`config.mk`:
```
export PLATFORM = sky130hd
export DESIGN_NAME = rltc_ctrl
export DESIGN_NICKNAME = d
export VERILOG_FILES = /design/src/core/rltc_pkg.sv /design/src/core/rltc_ctrl.sv /design/src/core/rltc_evsize.sv
export SDC_FILE = /design/constraint.sdc
export NUM_CORES = 1
export LEC_CHECK = 0
export BUFFER_PORTS_ARGS = -buffer_cell sky130_fd_sc_hd__buf_2
export CAP_MARGIN = 20
export CORE_MARGIN = 3
export CORE_UTILIZATION = 30
export DETAILED_ROUTE_END_ITERATION = 7
export GPL_ROUTABILITY_DRIVEN = 1
export GPL_TIMING_DRIVEN = 0
export PLACE_DENSITY = 0.59
export SETUP_SLACK_MARGIN = 0.02
export SYNTH_ARGS = -nofsm -noshare
export SYNTH_HDL_FRONTEND = slang
export SYNTH_SLANG_ARGS = --single-unit
```
`constraint.sdc`:
```
create_clock -name clk_sys -period 2.34 [get_ports clk_sys]
set_input_delay 0.117 -clock clk_sys [delete_from_list [all_inputs] [get_ports clk_sys]]
set_output_delay 0.117 -clock clk_sys [all_outputs]
set_load 0.1 [all_outputs]
```
`src/core/rltc_pkg.sv`:
```
// Purpose: Shared constants and types for the read-out link test control.
// Assumes: Word-indexed host register port, one clock domain.
// Notes: Register addresses are word indices on the host port.
// Contract
// - Test mode bit disables the real link; host test words replace it.
// - In test mode a rising bit 0 injects one test data/status word.
// - Bit 2 hands the second buffer memory port to the host.
// - First buffer memory port always serves the input link writes.
// - Zero suppress drops empty-source headers/trailers; header keeps a flag.
// - Bits 4-6 drive TCK/TDI/TMS; bit 7 reads TDO, writes ignored.
// - Bit 8 reads live link-down line, mirrored to link status output.
// - Bit 9 selects odd (0) or even (1) parity over 32 bits.
// - Rising bit 10 resets the input link; level has no effect.
// - Bit 11 freezes the pipeline; comes up set after reset.
// - Bits 15-12 are LED bits; only lower two drive pins.
// - After reset: no test mode, internal read access, freeze on.
// - Test data register holds a full 32-bit link word.
// - Test status bit 0 is control-word flag, bit 1 data-error flag.
// - Oversized event truncates, disables its partition, raises max condition.
// - Maximum event size resets to 0x400.
// - One word past the limit may slip out before truncation; here the first word past the limit is already cut.
// - 12-bit expected id increments per event complete over enabled sources.
// - Host may write a future id; late reported until trailers reach it.
// - 18-bit source mask; disabled sources are not awaited for completion.
package rltc_pkg;
  localparam int ADDR_W = 6;
  localparam logic [ADDR_W-1:0] A_CTRL = 6'h1B;
  localparam logic [ADDR_W-1:0] A_TDATA = 6'h1C;
  localparam logic [ADDR_W-1:0] A_TSTAT = 6'h1D;
  localparam logic [ADDR_W-1:0] A_MAXSZ = 6'h1E;
  localparam logic [ADDR_W-1:0] A_EXPID = 6'h1F;
  localparam logic [ADDR_W-1:0] A_MASK = 6'h20;
  localparam int CTRL_W = 16;
  localparam int B_INJ = 0;
  localparam int B_TEST = 1;
  localparam int B_BMHOST = 2;
  localparam int B_ZS = 3;
  localparam int B_TCK = 4;
  localparam int B_TDI = 5;
  localparam int B_TMS = 6;
  localparam int B_TDO = 7;
  localparam int B_LDN = 8;
  localparam int B_PEVEN = 9;
  localparam int B_LRST = 10;
  localparam int B_FRZ = 11;
  localparam int B_LED0 = 12;
  localparam int B_LED1 = 13;
  localparam logic [CTRL_W-1:0] CTRL_RST = 16'h0800;
  localparam int TS_CTRL = 0;
  localparam int TS_DERR = 1;
  localparam int TSTAT_W = 2;
  localparam int DATA_W = 32;
  localparam int SZ_W = 12;
  localparam logic [SZ_W-1:0] MAXSZ_RST = 12'h400;
  localparam int EVID_W = 12;
  localparam int NSRC = 18;
  localparam int SLOT_W = 5;
  localparam int PARITY_BIT = 26;
  typedef struct packed {
    logic [DATA_W-1:0] data;
    logic ctrl_n;
    logic derr_n;
  } rltc_link_word_t;
  typedef struct packed {
    logic wr;
    logic rd;
    logic [ADDR_W-1:0] addr;
    logic [DATA_W-1:0] wdata;
  } rltc_host_req_t;
endpackage : rltc_pkg

```
`src/core/rltc_ctrl.sv`:
```
// Purpose: Test, link control and event bookkeeping registers of a channel.
// Assumes: Link word inputs come from receiver logic on clk_sys.
// Notes: Host port is word indexed; read data appears one cycle after rd.
`timescale 1ns/1ps
module rltc_ctrl import rltc_pkg::*; #(
  parameter int NS = NSRC
) (
  // Clock and reset
  input wire logic clk_sys,
  input wire logic arst_n,
  // Host register port
  input wire rltc_host_req_t reg_req,
  output logic [DATA_W-1:0] reg_rdata_ff,
  output logic reg_rvalid_ff,
  // Real input link
  input wire rltc_link_word_t link_in,
  input wire logic link_in_valid,
  input wire logic link_down_n,
  // Link path toward the link FIFO
  output rltc_link_word_t il_word_ff,
  output logic il_valid_ff,
  output logic parity_err_ff,
  output logic link_reset_ff,
  output logic link_down_status_n,
  // Link FIFO and pipeline
  input wire logic lfifo_not_empty,
  output logic lfifo_pop,
  output logic pipe_freeze,
  // Buffer memory ports
  output logic bm_port1_link,
  output logic bm_port2_host,
  // Boundary scan and LEDs
  output logic jtag_tck,
  output logic jtag_tdi,
  output logic jtag_tms,
  input wire logic jtag_tdo,
  output logic [1:0] led,
  // Read-out stream
  input wire logic ro_valid,
  input wire logic ro_event_start,
  input wire logic ro_event_end,
  input wire logic [SLOT_W-1:0] ro_part,
  input wire logic ro_is_hdr,
  input wire logic ro_is_trl,
  input wire logic ro_src_empty,
  output logic ro_drop,
  output logic ro_truncate,
  output logic [NS-1:0] zs_flags_ff,
  output logic [NS-1:0] part_disable_ff,
  output logic readout_max_ff,
  // Front-end trailers
  input wire logic trl_valid,
  input wire logic [SLOT_W-1:0] trl_slot,
  input wire logic [EVID_W-1:0] trl_evid,
  output logic evid_late_ff,
  output logic evid_early_ff,
  output logic event_complete_ff,
  output logic [EVID_W-1:0] expid_ff
);
  logic [CTRL_W-1:0] ctrl_ff;
  logic [CTRL_W-1:0] ctrl_prev_ff;
  logic [DATA_W-1:0] tdata_ff;
  logic [TSTAT_W-1:0] tstat_ff;
  logic [SZ_W-1:0] maxsz_ff;
  logic [NS-1:0] mask_ff;
  logic [NS-1:0] seen_ff;
  logic [2:0] ldn_sync_ff;
  logic [2:0] tdo_sync_ff;
  logic ldn_filt_ff;
  logic tdo_filt_ff;
  logic wr_ctrl;
  logic inj_rise;
  logic lrst_rise;
  logic test_mode;
  logic [CTRL_W-1:0] ctrl_rd;
  logic [DATA_W-1:0] nxt_rdata;
  logic [EVID_W-1:0] evid_diff;
  logic trl_match;
  logic all_seen;
  logic [NS-1:0] trl_onehot;

  assign wr_ctrl = reg_req.wr && reg_req.addr == A_CTRL;
  assign test_mode = ctrl_ff[B_TEST];

  // Control register; TDO and link-down positions are stored but replaced on read-back
  always_ff @(posedge clk_sys or negedge arst_n) begin
    if (!arst_n) begin
      ctrl_ff <= CTRL_RST;
    end else if (wr_ctrl) begin
      ctrl_ff <= reg_req.wdata[CTRL_W-1:0];
    end
  end

  always_ff @(posedge clk_sys or negedge arst_n) begin
    if (!arst_n) begin
      ctrl_prev_ff <= CTRL_RST;
    end else begin
      ctrl_prev_ff <= ctrl_ff;
    end
  end

  assign inj_rise = test_mode && ctrl_ff[B_INJ] && !ctrl_prev_ff[B_INJ];
  assign lrst_rise = ctrl_ff[B_LRST] && !ctrl_prev_ff[B_LRST];

  always_ff @(posedge clk_sys or negedge arst_n) begin
    if (!arst_n) begin
      tdata_ff <= '0;
      tstat_ff <= '0;
    end else begin
      if (reg_req.wr && reg_req.addr == A_TDATA) begin
        tdata_ff <= reg_req.wdata;
      end
      if (reg_req.wr && reg_req.addr == A_TSTAT) begin
        tstat_ff <= reg_req.wdata[TSTAT_W-1:0];
      end
    end
  end

  always_ff @(posedge clk_sys or negedge arst_n) begin
    if (!arst_n) begin
      maxsz_ff <= MAXSZ_RST;
      mask_ff <= '0;
    end else begin
      // Zero is left to the host to avoid; the limit is used as written
      if (reg_req.wr && reg_req.addr == A_MAXSZ) begin
        maxsz_ff <= reg_req.wdata[SZ_W-1:0];
      end
      if (reg_req.wr && reg_req.addr == A_MASK) begin
        mask_ff <= reg_req.wdata[NS-1:0];
      end
    end
  end

  // Pin inputs: three stages, change accepted when stages two and three agree
  always_ff @(posedge clk_sys or negedge arst_n) begin
    if (!arst_n) begin
      ldn_sync_ff <= 3'h7;
      tdo_sync_ff <= 3'h0;
    end else begin
      ldn_sync_ff <= {ldn_sync_ff[1:0], link_down_n};
      tdo_sync_ff <= {tdo_sync_ff[1:0], jtag_tdo};
    end
  end

  always_ff @(posedge clk_sys or negedge arst_n) begin
    if (!arst_n) begin
      ldn_filt_ff <= 1'b1;
      tdo_filt_ff <= 1'b0;
    end else begin
      if (ldn_sync_ff[1] == ldn_sync_ff[2]) begin
        ldn_filt_ff <= ldn_sync_ff[2];
      end
      if (tdo_sync_ff[1] == tdo_sync_ff[2]) begin
        tdo_filt_ff <= tdo_sync_ff[2];
      end
    end
  end

  assign link_down_status_n = ldn_filt_ff;

  // Link word source: real link normally, host words in test mode
  always_ff @(posedge clk_sys or negedge arst_n) begin
    if (!arst_n) begin
      il_word_ff <= '0;
      il_valid_ff <= 1'b0;
    end else if (test_mode) begin
      il_valid_ff <= inj_rise;
      if (inj_rise) begin
        il_word_ff.data <= tdata_ff;
        il_word_ff.ctrl_n <= tstat_ff[TS_CTRL];
        il_word_ff.derr_n <= tstat_ff[TS_DERR];
      end
    end else begin
      il_valid_ff <= link_in_valid;
      if (link_in_valid) begin
        il_word_ff <= link_in;
      end
    end
  end

  // Parity bit sits in the data at PARITY_BIT; check covers all bits
  always_ff @(posedge clk_sys or negedge arst_n) begin
    if (!arst_n) begin
      parity_err_ff <= 1'b0;
    end else begin
      parity_err_ff <= il_valid_ff &&
                       ((^il_word_ff.data) == ctrl_ff[B_PEVEN]);
    end
  end

  always_ff @(posedge clk_sys or negedge arst_n) begin
    if (!arst_n) begin
      link_reset_ff <= 1'b0;
    end else begin
      link_reset_ff <= lrst_rise;
    end
  end

  assign pipe_freeze = ctrl_ff[B_FRZ];
  assign lfifo_pop = lfifo_not_empty && !ctrl_ff[B_FRZ];
  // Port 1 has no selector: link writes always own it
  assign bm_port1_link = 1'b1;
  assign bm_port2_host = ctrl_ff[B_BMHOST];
  assign jtag_tck = ctrl_ff[B_TCK];
  assign jtag_tdi = ctrl_ff[B_TDI];
  assign jtag_tms = ctrl_ff[B_TMS];
  assign led = ctrl_ff[B_LED1:B_LED0];

  // Zero suppression of empty sources
  assign ro_drop = ro_valid && ctrl_ff[B_ZS] && ro_src_empty &&
                   (ro_is_hdr || ro_is_trl);

  always_ff @(posedge clk_sys or negedge arst_n) begin
    if (!arst_n) begin
      zs_flags_ff <= '0;
    end else begin
      // Set wins over the event-end clear
      if (ro_valid && ro_event_end) begin
        zs_flags_ff <= '0;
      end
      if (ro_drop && ro_part < SLOT_W'(NS)) begin
        zs_flags_ff[ro_part] <= 1'b1;
      end
    end
  end

  rltc_evsize #(.NS(NS), .SW(SZ_W)) u_evsize (
    .clk_sys(clk_sys),
    .arst_n(arst_n),
    .max_size(maxsz_ff),
    .ro_valid(ro_valid),
    .ro_event_start(ro_event_start),
    .ro_part(ro_part),
    .ro_truncate(ro_truncate),
    .part_disable_ff(part_disable_ff),
    .readout_max_ff(readout_max_ff)
  );

  // Trailer bookkeeping against the expected id
  assign evid_diff = trl_evid - expid_ff;
  assign trl_match = trl_valid && evid_diff == '0;
  always_comb begin
    trl_onehot = '0;
    if (trl_match && trl_slot < SLOT_W'(NS)) begin
      trl_onehot[trl_slot] = 1'b1;
    end
  end
  assign all_seen = (|mask_ff) && (&(seen_ff | ~mask_ff));

  always_ff @(posedge clk_sys or negedge arst_n) begin
    if (!arst_n) begin
      seen_ff <= '0;
    end else if (all_seen || (reg_req.wr && reg_req.addr == A_EXPID)) begin
      seen_ff <= trl_onehot;
    end else begin
      seen_ff <= seen_ff | trl_onehot;
    end
  end

  always_ff @(posedge clk_sys or negedge arst_n) begin
    if (!arst_n) begin
      expid_ff <= '0;
    end else if (reg_req.wr && reg_req.addr == A_EXPID) begin
      expid_ff <= reg_req.wdata[EVID_W-1:0];
    end else if (all_seen) begin
      expid_ff <= expid_ff + EVID_W'(1);
    end
  end

  always_ff @(posedge clk_sys or negedge arst_n) begin
    if (!arst_n) begin
      event_complete_ff <= 1'b0;
      evid_late_ff <= 1'b0;
      evid_early_ff <= 1'b0;
    end else begin
      event_complete_ff <= all_seen;
      // Past half of the id ring counts as late
      evid_late_ff <= trl_valid && evid_diff[EVID_W-1];
      evid_early_ff <= trl_valid && !evid_diff[EVID_W-1] && !trl_match;
    end
  end

  // Register read-back
  assign ctrl_rd = {ctrl_ff[CTRL_W-1:B_LDN+1], ldn_filt_ff, tdo_filt_ff,
                    ctrl_ff[B_TDO-1:0]};
  always_comb begin
    nxt_rdata = '0;
    unique case (reg_req.addr)
      A_CTRL: nxt_rdata[CTRL_W-1:0] = ctrl_rd;
      A_TDATA: nxt_rdata = tdata_ff;
      A_TSTAT: nxt_rdata[TSTAT_W-1:0] = tstat_ff;
      A_MAXSZ: nxt_rdata[SZ_W-1:0] = maxsz_ff;
      A_EXPID: nxt_rdata[EVID_W-1:0] = expid_ff;
      A_MASK: nxt_rdata[NS-1:0] = mask_ff;
      default: nxt_rdata = '0;
    endcase
  end

  always_ff @(posedge clk_sys or negedge arst_n) begin
    if (!arst_n) begin
      reg_rdata_ff <= '0;
      reg_rvalid_ff <= 1'b0;
    end else begin
      reg_rvalid_ff <= reg_req.rd;
      if (reg_req.rd) begin
        reg_rdata_ff <= nxt_rdata;
      end
    end
  end
endmodule : rltc_ctrl

```
`src/core/rltc_evsize.sv`:
```
// Purpose: Per-event word count against the maximum event size.
// Assumes: Read-out marks the first word of each event with ro_event_start.
// Notes: Truncation stands until the next event start.
`timescale 1ns/1ps
module rltc_evsize import rltc_pkg::*; #(
  parameter int NS = NSRC,
  parameter int SW = SZ_W
) (
  // Clock and reset
  input wire logic clk_sys,
  input wire logic arst_n,
  // Limit
  input wire logic [SW-1:0] max_size,
  // Read-out words
  input wire logic ro_valid,
  input wire logic ro_event_start,
  input wire logic [SLOT_W-1:0] ro_part,
  // Results
  output logic ro_truncate,
  output logic [NS-1:0] part_disable_ff,
  output logic readout_max_ff
);
  logic [SW:0] count_ff;
  logic [SW:0] nxt_count;
  logic trunc_ff;
  logic over;

  assign nxt_count = ro_event_start ? {{SW{1'b0}}, 1'b1} :
                     count_ff + {{SW{1'b0}}, 1'b1};
  // The limit is compared with the count including this word, so no word slips past the limit
  assign over = ro_valid && !trunc_ff && (nxt_count > {1'b0, max_size});
  // A new event's start word is never cut by the previous event's limit
  assign ro_truncate = (trunc_ff && !(ro_valid && ro_event_start)) ||
                       over;

  always_ff @(posedge clk_sys or negedge arst_n) begin
    if (!arst_n) begin
      count_ff <= '0;
    end else if (ro_valid) begin
      count_ff <= nxt_count;
    end
  end

  always_ff @(posedge clk_sys or negedge arst_n) begin
    if (!arst_n) begin
      trunc_ff <= 1'b0;
    end else if (ro_valid && ro_event_start && !over) begin
      trunc_ff <= 1'b0;
    end else if (over) begin
      trunc_ff <= 1'b1;
    end
  end

  always_ff @(posedge clk_sys or negedge arst_n) begin
    if (!arst_n) begin
      part_disable_ff <= '0;
      readout_max_ff <= 1'b0;
    end else begin
      part_disable_ff <= '0;
      readout_max_ff <= over;
      if (over && ro_part < SLOT_W'(NS)) begin
        part_disable_ff[ro_part] <= 1'b1;
      end
    end
  end
endmodule : rltc_evsize

```
==> results of run 1 <==
## logic make-up (layout without fill, tap and decap cells)
kind of cell             Yosys count  count (layout)  share of synthesized area (%)
flip-flops                       242             242                           51.9
XOR/XNOR                          58              58                           4.35
AO/OA/AOI/OAI                    204             205                           11.5
AND/OR/NAND/NOR                  306             306                           13.2
other                              1               3                         0.0321
buffers and inverters            118             535                           4.20
adder cells (fa/ha/maj)           27              27                           2.85
multiplexers                     127             127                           12.0
## synth_stat cells, types with 8 or more instances
library cell / number
nand2_1: 100
nor3_1: 22
xnor2_1: 46
nand3_1: 22
clkbuf_1: 32
inv_1: 59
mux2_2: 88
a22o_1: 18
buf_1: 14
o21ai_2: 11
nand4_1: 22
nand2b_1: 10
a222oi_1: 16
dfrtp_1: 236
mux2i_1: 37
ha_1: 25
o21ai_0: 79
nand4b_1: 8
xor2_1: 12
a21oi_1: 43
nor2_1: 62
nor2b_1: 11
## state kept, by name (all words and copies together) (netlist names), 2 cells and up
name and cells:
reg_rdata_ff 32, tstat_ff 2, tdo_sync_ff 3, tdata_ff 32, expid_ff 12, mask_ff 18
seen_ff 18, u_evsize.part_disable_ff 18, u_evsize.count_ff 13, il_word_ff 34, ctrl_prev_ff 2, zs_flags_ff 18
ldn_sync_ff 3, maxsz_ff 12, ctrl_ff 14
## critical path, cell delays in order (launching register included)
cell and delay (ps):
dfrtp_2 440, ha_4 190, nand2_4 80, nor2_4 40, buf_4 120, xnor2_1 180, nor2_2 90, ha_1 300
and4_1 240, nand2_2 90, a21oi_1 160, o21ai_2 90, a211o_1 340, buf_6 150, nand2_8 50, buf_12 170
## report_power, final
part / internal [mW] / total [mW] / switching [mW]
Combinational: 2.37 / 7.14 / 4.77
Clock: 2.81 / 4.61 / 1.80
Sequential: 4.78 / 5.35 / 0.574
## metrics by stage
stage               TNS (ps)  area [sq um]
global placement     -815770         13700
finish                -16600         16400
CTS                   -13920         16000
global route          -20870         16400
detailed placement    -18380         13800
floorplan              -5830         11900
## per-layer routing
metal  vias to the layer above  track usage (%)  wire [um]
met1                      4900             24.7      17200
met5                         -                0         13
li1                       4625                -          -
met3                        70             2.86       2280
met2                       318             30.3      18500
met4                         2             5.21       1150
## final cells by class
class / count / area share (%)
Multi-Input combinational cell: 724 / 34.2
Tap cell: 511 / 3.90
Clock buffer: 41 / 4.88
Clock inverter: 10 / 1.05
Inverter: 59 / 1.41
Buffer: 59 / 1.81
Timing Repair Buffer: 366 / 15.4
Antenna cell: 2 / 0.0305
Sequential cell: 242 / 37.3
## final timing paths
| path | start | slack [ps] | end | cells past startpoint |
|---|---|---|---|---|
| setup / recovery | u_evsize.count_ff[0] | -1050 | ro_truncate | 15 |
| hold / removal | trl_evid[11] | 40 | evid_late_ff | 4 |
| setup reg to reg | u_evsize.count_ff[0] | -690 | u_evsize.part_disable_ff[10] | 16 |
| hold reg to reg | tdo_sync_ff[0] | 350 | tdo_sync_ff[1] | 0 |
| max in group asynchronous | arst_n | 1280 | expid_ff[9] | 3 |
| min in group asynchronous | arst_n | 90 | u_evsize.part_disable_ff[7] | 2 |
## repair_timing
item                       4_1_cts  5_1_grt
hold buffers                    80        0
resized for setup               56       44
gates cloned                     3        3
setup endpoints to repair       54       57
hold endpoints to repair       280        0
pin swaps                       38       35
setup buffers                   30       13
==> out/metrics.cfg, run 1 <==
[detailed_routing]
avgRoutedWirePerCell_um=19.4
route.detailed.vias_per_inst=4.92
drtAntennaViolNets=0
detailroute.via_count=9915
drt-total-wl_um=39200
drt_drc_violations_left=0
drtPass1Iterations=6
drt_iter0_drc=628

[cts]
clk_root_buffer_cell=clkbuf_16
cts.reportedPaths.clkPinSlew_ps=60
cts_sinks=242
ctsLongestPathBuffers=3
ctsHtreeMaxLevel=1
clk-insertion-delay-late_ps=570
numCtsBuffers=28
tritoncts=yes

[power]
vdd_drop_max_mv=0.814
power.density_cell_area_nw_per_um2=1040
total_power_mw=17.1
power.leakage_nw=7.60

[grt]
grt_max_degree=119
number_of_antenna_violations_at_the_first_check_in_global_routing=4
track_usage_pct=18.2
wire_length_of_the_first_global_routing_pass_um=59400
first_global_vias=9995
grt_total_ovfl=0

[finish]
area_growth_syn_to_layout_pct=40.2
finish.net_count=1614
ff_latch_area_sq_um=6110
post_layout_nonfiller_instances=2014
post_route_cells_drive_above_1_share_pct=36.6
multiInputGateArea_sq_um=5610
final_cell_mix=240 x buf_2, 220 x dfrtp_1, 95 x nand2_1, 88 x mux2_2, 80 x dlygate4sd3_1
final.fill_count=3671
final_common_cell=buf_2
layout.core_utilization_pct=43.1

[timing]
period_minus_slack_ps=3390
finalSetupViolations=40
tightest_slew_ps=886
maxClockFrequency_ghz=0.295
slew_violations=0
fin_skew_ps=34.9
timing.max_slew.rel_slack_pct=40.9
report.final.hold_viol_count=0
rsz0062_at_grt=yes
postLayoutSetupSlackWorst_ps=-1050
layout_worst_path_cycle_share_pct=145
final_hold_slack_ps=38.2

[critical_path]
category_of_the_critical_setup_timing_path=flop to primary output
crit_fanout=4
cp.arrival_ps=3270
timing.critical_path.from_type=flop
timing.critical_path.to_type=primary output
critical_path_required_ps=2220

[logic_synthesis]
yosys_top_cell_by_area=dfrtp_1
synth_cell_types=65
synth-seq-area-share_pct=51.9
syn-instance-count=1083
synth-main-ff-cell=dfrtp_1
ys_ff_latch=242
syn-num-nets=1217
synth_area_sq_um=11700
asyncSetResetFlopFracSynth_pct=100
synth_area_per_cell_sq_um=10.8
ys_top_cells_by_area=dfrtp_1 51%, mux2_2 8.5%, xnor2_1 3.4%, o21ai_0 3.4%, nand2_1 3.2%
synth_edf_count=0
netlist.area_leader.share_pct=50.5
ys_warn_count=0

[placed_design]
port_buffers=237
numPlacedInstances=1833
gp_congestion=0.870
dp_hpwl_um=27800
pre_cts_ws_ps=-947

[outcome]
outcome=finished, violations left
failed_checks=setup timing

[run]
max_cap_violations=0

[floorplan]
placement_row_count=71
floorplan.die_area_sq_um=41400
design.portCount=243
fp.dieH_um=203
initial_utilization_pct=30.7
fp.coreArea_sq_um=38000
floorplan.die.width_um=203

[min_path]
hold_class=primary input to flop

Power figures use the tool's default switching activity.
==> run 2, diff against run 1 <==
--- a/config.mk
+++ b/config.mk
@@ -7,12 +7,15 @@
 export LEC_CHECK = 0
 export BUFFER_PORTS_ARGS = -buffer_cell sky130_fd_sc_hd__buf_2
 export CAP_MARGIN = 20
+export CELL_PAD_IN_SITES_DETAIL_PLACEMENT = 1
+export CELL_PAD_IN_SITES_GLOBAL_PLACEMENT = 1
+export CORE_ASPECT_RATIO = 1.1
 export CORE_MARGIN = 3
 export CORE_UTILIZATION = 30
 export DETAILED_ROUTE_END_ITERATION = 7
 export GPL_ROUTABILITY_DRIVEN = 1
 export GPL_TIMING_DRIVEN = 0
-export PLACE_DENSITY = 0.59
+export PLACE_DENSITY = 0.7
 export SETUP_SLACK_MARGIN = 0.02
 export SYNTH_ARGS = -nofsm -noshare
 export SYNTH_HDL_FRONTEND = slang
==> constraint.sdc (replaced) <==
create_clock -name clk_sys -period 2.8 [get_ports clk_sys]
set_input_delay 0.14 -clock clk_sys [delete_from_list [all_inputs] [get_ports clk_sys]]
set_output_delay 0.14 -clock clk_sys [all_outputs]
set_load 0.1 [all_outputs]
==> run 2 against run 1 <==
  * The flow still finishes with violations (setup timing)
  * Via count increased by 1.6%
  * Total power decreased by 20%
  * Critical endpoint unchanged
  * Clock power decreased by 23%
  * Register-to-register slack improved by 340 ps
  * Sequential share of layout area increased by 0.93 points
  * Count of clock-buffer cells in the layout unchanged
  * Worst setup slack improved by 420 ps
  * Critical path depth increased by 1
  * Largest cell class unchanged
  * Hold slack improved by 30 ps
==> out/metrics.cfg, run 2 (same netlist as run 1, synthesis figures left out) <==
[outcome]
outcome=finished, violations left
failed_checks=setup timing

[timing]
fin_skew_ps=8.74  ; -26.1 ps
rsz0062_at_grt=yes
timing.max_slew.rel_slack_pct=32.4  ; -8.6 points
fin_setup_tns_ps=-5480  ; +11110 ps
finalSetupViolations=21  ; -48%
slew_violations=0  ; unchanged
layout_worst_path_cycle_share_pct=123
postLayoutSetupSlackWorst_ps=-633  ; +417 ps
tightest_slew_ps=1010  ; +121 ps
final_hold_slack_ps=67.9  ; +29.7 ps
period_minus_slack_ps=3430
report.final.hold_viol_count=0  ; unchanged
maxClockFrequency_ghz=0.291

[critical_path]
timing.critical_path.slowest_stage_cell=dfrtp_2
rr_worst_depth=18  ; +2
setup.reg_to_reg.worst_slack_ps=-350  ; +340 ps
timing.critical_path.to_type=primary output
category_of_the_critical_setup_timing_path=flop to primary output
most_common_cell_on_crit_path=nand2_4
ordered_cell_list_for_the_critical_path=ha_4, nand2_4, nor2_4, nand3_1, xor2_1, nor2_1, ha_1, and4_4, nand2_4, nor3_2, a21oi_2, o21ai_4, a211o_1, buf_6, nand2_4, buf_12
cp.arrival_ps=3290  ; +20 ps
timing.critical_path.from_type=flop
critical_path_required_ps=2660  ; +440 ps
critPathMaxStageDelay_ps=420  ; -20 ps
crit_fanout=4  ; unchanged
crit_path_end=ro_truncate
worstReg2RegEnd=u_evsize.part_disable_ff[1]
crit-reg2reg-launch=u_evsize.count_ff[0]
setup.worst_path.start=u_evsize.count_ff[0]

[floorplan]
design.portCount=243  ; unchanged
floorplan.die_area_sq_um=41400  ; about the same
placement_row_count=75  ; +5.6%
fp.dieH_um=213  ; +4.7%
initial_utilization_pct=30.5  ; -0.21 points
fp.coreArea_sq_um=38300  ; +0.70%
floorplan.die.width_um=194  ; -4.5%

[grt]
grt_total_ovfl=0  ; unchanged
first_global_vias=10900  ; +8.7%
number_of_antenna_violations_at_the_first_check_in_global_routing=0  ; -4
grt_max_degree=119  ; unchanged
wire_length_of_the_first_global_routing_pass_um=64100  ; +7.9%
track_usage_pct=19.5  ; +1.3 points

[cts]
cts.reportedPaths.clkPinSlew_ps=60  ; about the same
clk-insertion-delay-late_ps=540  ; -30 ps
ctsHtreeMaxLevel=1  ; unchanged
clk_root_buffer_cell=clkbuf_16
tritoncts=yes
ctsLongestPathBuffers=3  ; unchanged
cts_sinks=242  ; unchanged
numCtsBuffers=27  ; -3.6%

[power]
internal_power_mw=7.73  ; -22%
power.leakage_nw=7.40  ; -2.6%
vdd_drop_max_mv=0.769  ; -5.6%
power_frac_seq_pct=32.7  ; +1.4 points
power.density_cell_area_nw_per_um2=857  ; -18%
switching_power_summed_over_all_nets_mw=5.90  ; -17%
pwr-share-comb_pct=41.1  ; -0.6 points
switching_share_pct=43.3  ; +1.5 points
pwr-share-clk_pct=26.1  ; -0.9 points
total_power_mw=13.6  ; -20%

[finish]
post_route_cells_drive_above_1_share_pct=35.0  ; -1.6 points
biggestRegsByFlops=il_word_ff: 34 flops, reg_rdata_ff: 32 flops, tdata_ff: 32 flops
final.fill_count=4256  ; +16%
finish.net_count=1593  ; -1.3%
largest_register=il_word_ff
final_common_cell=buf_2
post_layout_nonfiller_instances=1981  ; -1.6%
final_cell_mix=239 x buf_2, 221 x dfrtp_1, 95 x nand2_1, 88 x mux2_2, 79 x dlygate4sd3_1
layout.core_utilization_pct=41.6  ; -1.5 points
largest_reg_flops=34  ; unchanged
area_growth_syn_to_layout_pct=36.2

[detailed_routing]
route.detailed.vias_per_inst=5.08  ; +3.2%
drtAntennaViolNets=0  ; unchanged
detailroute.via_count=10100  ; +1.6%
drt-total-wl_um=42200  ; +7.9%
drt_drc_violations_left=0  ; unchanged
avgRoutedWirePerCell_um=21.3  ; +9.7%
drt_iter0_drc=530  ; -16%
drtPass1Iterations=7  ; +1

[run]
max_cap_violations=0  ; unchanged

[placed_design]
gp_congestion=0.821  ; -5.7%
port_buffers=237  ; unchanged
numPlacedInstances=1822  ; -0.60%
dp_hpwl_um=30000  ; +8.1%

[min_path]
hold_class=primary input to flop

run 2: changes by cell type in the layout (fill, tap and decap cells not counted), moves of 4 or more:
cell       delta
buf_4        -11
buf_6         -9
bufinv_16     -4
clkbuf_1      -4
clkbuf_8      +6
dfrtp_2      +10
dfrtp_4      -11
ha_4          -6
inv_1         +6
nor3_2        +5
nor3_4        -6
run 2: layout make-up:
| class | instances | area [sq um] | share of cell area (%) |
|---|---|---|---|
| well taps | 500 | 626 | 3.93 |
| inverters | 59 | 221 | 1.39 |
| plain buffers | 59 | 283 | 1.78 |
| diodes | 1 | 2.50 | 0.0157 |
| clock buffers | 41 | 838 | 5.27 |
| repair buffers | 347 | 2360 | 14.8 |
| multi-input cells | 723 | 5450 | 34.2 |
| clock inverters | 9 | 58.8 | 0.369 |
| flip-flops and latches | 242 | 6080 | 38.2 |
run 2: how the worst min path moves through the flow:
stage	start	end	slack, ps	cells after the start
2_1_floorplan	arst_n	ctrl_ff[0]	-160	0
3_3_place_gp	link_down_n	ldn_sync_ff[0]	250	1
3_5_place_dp	arst_n	reg_rdata_ff[27]	100	1
4_1_cts	ro_event_start	u_evsize.count_ff[0]	30	3
5_1_grt	reg_req[39]	tstat_ff[1]	80	3
6_report	ro_event_start	u_evsize.count_ff[0]	70	3
run 2: worst max-delay path, delay by kind of cell, from the launching register on:
family	cells	cell delay, ps
simple gates	8	830
fa+ha+maj	2	460
flops	1	420
buf+inv	2	300
xor+xnor	1	190
compound gates	3	540
run 2: metal layers:
| metal | vias up | track usage (%) | share of wire (%) |
|---|---|---|---|
| li1 | 4584 | - | - |
| met1 | 5123 | 24.4 | 41 |
| met2 | 294 | 35.4 | 52 |
| met3 | 68 | 2.32 | 4.5 |
| met4 | 0 | 6.19 | 2.9 |
| met5 | - | 0 | 0 |
run 2: power groups by stage:
stage | sequential (mW) | clock, mW | combinational (mW)
floorplan | 6.23 | 0 | 2.15
global placement | 4.50 | 0 | 5.04
detailed placement | 4.52 | 0 | 5.15
CTS | 4.45 | 3.65 | 5.47
global route | 4.51 | 3.80 | 5.95
finish | 4.46 | 3.56 | 5.61
run 2: metrics by stage:
step,cell area [sq um],worst slack (ps)
2_1_floorplan,11700,21.2
3_3_place_gp,13500,-3410
3_5_place_dp,13600,-617
4_1_cts,15600,-675
5_1_grt,15900,-716
6_report,15900,-633
run 2: repair_timing:
action / CTS / global route
setup buffers: 13 / 18
gates resized for setup: 42 / 52
hold buffers: 79 / 0
pin swaps: 19 / 36
endpoints found under the hold margin: 258 / 0
setup endpoints to repair: 21 / 40
gates cloned: 2 / 1
==> run 3, diff against run 2 <==
--- a/config.mk
+++ b/config.mk
@@ -11,11 +11,11 @@
 export CELL_PAD_IN_SITES_GLOBAL_PLACEMENT = 1
 export CORE_ASPECT_RATIO = 1.1
 export CORE_MARGIN = 3
-export CORE_UTILIZATION = 30
+export CORE_UTILIZATION = 39
 export DETAILED_ROUTE_END_ITERATION = 7
 export GPL_ROUTABILITY_DRIVEN = 1
 export GPL_TIMING_DRIVEN = 0
-export PLACE_DENSITY = 0.7
+export PLACE_DENSITY = 0.85
 export SETUP_SLACK_MARGIN = 0.02
 export SYNTH_ARGS = -nofsm -noshare
 export SYNTH_HDL_FRONTEND = slang
==> run 3 against run 2 <==
  * Largest power group unchanged
  * Utilization increased by 13 points
  * The run still ends with setup timing left
  * Sequential share of layout area decreased by 0.27 points
  * Via count is 5.4% higher
  * Critical path type unchanged
  * Fmax up 0.41%
  * Final cell count decreased by 5.8%
==> out/metrics.cfg, run 3 (same netlist as run 1, synthesis figures left out) <==
[outcome]
outcome=finished, violations left
failed_checks=setup timing

[timing]
maxClockFrequency_ghz=0.293  ; +0.41%
layout_worst_path_cycle_share_pct=122  ; -0.50 points
report.final.hold_viol_count=0  ; unchanged
fin_setup_tns_ps=-5270  ; +209 ps
rsz0062_at_grt=yes
timing.max_slew.rel_slack_pct=40.7  ; +8.4 points
fin_skew_ps=11.9  ; +3.13 ps
period_minus_slack_ps=3420  ; -14.1 ps
tightest_slew_ps=889  ; -117 ps
final_hold_slack_ps=71.3  ; +3.37 ps
finalSetupViolations=22  ; +4.8%
postLayoutSetupSlackWorst_ps=-619  ; +14.1 ps
slew_violations=0  ; unchanged

[detailed_routing]
route.detailed.vias_per_inst=5.68  ; +12%
drt_drc_violations_left=0  ; unchanged
detailroute.via_count=10600  ; +5.4%
drtPass1Iterations=5  ; -2
avgRoutedWirePerCell_um=24.7  ; +16%
drt_iter0_drc=702  ; +32%
drt-total-wl_um=46200  ; +9.4%
drtAntennaViolNets=0  ; unchanged

[placed_design]
dp_hpwl_um=29500  ; -1.7%
gp_congestion=0.880  ; +7.2%
detailed_place.area_sq_um=13400  ; -1.2%
port_buffers=237  ; unchanged

[grt]
number_of_antenna_violations_at_the_first_check_in_global_routing=4  ; +4
grt_max_degree=105  ; -12%
track_usage_pct=26.6  ; +7.1 points
wire_length_of_the_first_global_routing_pass_um=67300  ; +5.0%
grt_total_ovfl=0  ; unchanged
first_global_vias=11500  ; +5.8%

[finish]
largest_reg_flops=34  ; unchanged
finish.net_count=1612  ; +1.2%
area_growth_syn_to_layout_pct=37.1
layout.core_utilization_pct=55.1  ; +13 points
final.fill_count=3104  ; -27%
final_cell_mix=240 x buf_2, 222 x dfrtp_1, 95 x nand2_1, 88 x mux2_2, 78 x dlygate4sd3_1
biggestRegsByFlops=il_word_ff: 34 flops, reg_rdata_ff: 32 flops, tdata_ff: 32 flops
final_cell_area_sq_um=16000  ; +0.70%
largest_register=il_word_ff
post_route_cells_drive_above_1_share_pct=35.9  ; +0.94 points
final_common_cell=buf_2

[power]
switching_share_pct=44.4  ; +1.1 points
pwr-share-clk_pct=25.2  ; -0.9 points
pwr-share-comb_pct=43.0  ; +1.9 points
internal_power_mw=7.82  ; +1.1%
vdd_drop_max_mv=0.624  ; -19%
power.density_cell_area_nw_per_um2=878  ; +2.5%
power_frac_seq_pct=31.8  ; -0.9 points
switching_power_summed_over_all_nets_mw=6.26  ; +6.0%
power.leakage_nw=7.61  ; +2.9%

[critical_path]
timing.critical_path.from_type=flop
setup.worst_path.start=u_evsize.count_ff[0]
cp.arrival_ps=3280  ; about the same
ordered_cell_list_for_the_critical_path=buf_6, nand2_4, nor2_4, and2_4, nand2_2, xor2_1, nor2_1, ha_1, and4_4, a21oi_1, nand3_2, o21ai_2, a211o_1, buf_6, nand2_4, buf_12
category_of_the_critical_setup_timing_path=flop to primary output
critical_path_required_ps=2660  ; about the same
critPathMaxStageDelay_ps=410  ; about the same
timing.critical_path.to_type=primary output
setup.reg_to_reg.worst_slack_ps=-300  ; +50 ps
crit-reg2reg-launch=u_evsize.count_ff[0]
timing.critical_path.slowest_stage_cell=dfrtp_1
rr_worst_depth=19  ; +1
crit_fanout=3  ; -1
crit_path_end=ro_truncate
worstReg2RegEnd=u_evsize.part_disable_ff[6]

[cts]
clk-insertion-delay-late_ps=540  ; about the same
clk_root_buffer_cell=clkbuf_16
numCtsBuffers=27  ; unchanged
ctsLongestPathBuffers=3  ; unchanged
ctsHtreeMaxLevel=1  ; unchanged
cts.reportedPaths.clkPinSlew_ps=60  ; about the same
cts_sinks=242  ; unchanged
tritoncts=yes

[floorplan]
initial_utilization_pct=40.2  ; +9.6 points
fp.dieH_um=188  ; -12%
floorplan.die.width_um=171  ; -12%
fp.coreArea_sq_um=29100  ; -24%
placement_row_count=65  ; -13%
design.portCount=243  ; unchanged
floorplan.die_area_sq_um=32100  ; -22%

[min_path]
hold_class=primary input to async pin

[run]
max_cap_violations=0  ; unchanged

run 3: cell count changes in the layout (fill, tap and decap cells not counted), moves of 3 or more:
| cell | before | now |
|---|---|---|
| buf_4 | 25 | 45 |
| nor3_2 | 15 | 7 |
| nor3_4 | 8 | 16 |
| ha_4 | 3 | 8 |
| clkbuf_8 | 11 | 7 |
| a21oi_2 | 5 | 2 |
| ha_1 | 18 | 15 |
run 3: routing by layer:
metal	wire length (um)	up-vias	track usage [%]
met1	17400	5421	30.7
met5	24	-	0
met3	3270	137	6.81
li1	-	4607	-
met4	2270	4	10.6
met2	23200	443	46.8
run 3: worst min-delay path by stage:
stage | from | endpoint | slack [ps] | cells after the start
6_report | arst_n | il_word_ff[0] | 70 | 2
3_3_place_gp | link_down_n | ldn_sync_ff[0] | 250 | 1
5_1_grt | arst_n | il_word_ff[0] | 100 | 2
2_1_floorplan | arst_n | ctrl_ff[0] | -160 | 0
3_5_place_dp | arst_n | il_word_ff[0] | 50 | 1
4_1_cts | ro_part[0] | u_evsize.part_disable_ff[14] | 20 | 3
run 3: stage by stage:
stage	total power [mW]	instances	setup slack [ps]
2_1_floorplan	8.38	1083	21.2
3_3_place_gp	9.47	1688	-3170
3_5_place_dp	9.66	1690	-582
4_1_cts	13.6	1839	-569
5_1_grt	14.6	1867	-772
6_report	14.1	1867	-619
run 3: area by class of cell:
cell class	count	area, sq um	area share [%]
buffer	59	283	1.76
antenna	2	5.00	0.0312
multi-input combinational	724	5610	35.0
clock buffer	39	791	4.93
clock inverter	9	76.3	0.476
timing repair buffer	365	2500	15.6
inverter	59	221	1.38
tap	368	460	2.87
sequential	242	6080	37.9
run 3: worst max-delay path, delay by kind of cell, from the launching register on:
kind / cells / cell delay, ps
and+or+nand+nor: 8 / 850
AOI/OAI and AO/OA: 3 / 640
buffers and inverters: 3 / 410
DFF: 1 / 410
adders and majority gates: 1 / 290
xor gates and xnor gates: 1 / 130
run 3: power by group through the flow:
stage	combinational (mW)	clock (mW)	sequential [mW]
2_1_floorplan	2.15	0	6.23
3_3_place_gp	5.00	0	4.48
3_5_place_dp	5.15	0	4.51
5_1_grt	6.35	3.75	4.51
6_report	6.06	3.54	4.48
4_1_cts	5.56	3.58	4.43
run 3: repair_timing:
| item | CTS | global route |
|---|---|---|
| hold buffers | 78 | 0 |
| buffers inserted | 21 | 28 |
| endpoints found under the setup margin | 36 | 46 |
| pin swaps | 28 | 37 |
| gates resized for setup | 51 | 68 |
| gates cloned | 2 | 2 |
| endpoints found under the hold margin | 376 | 0 |
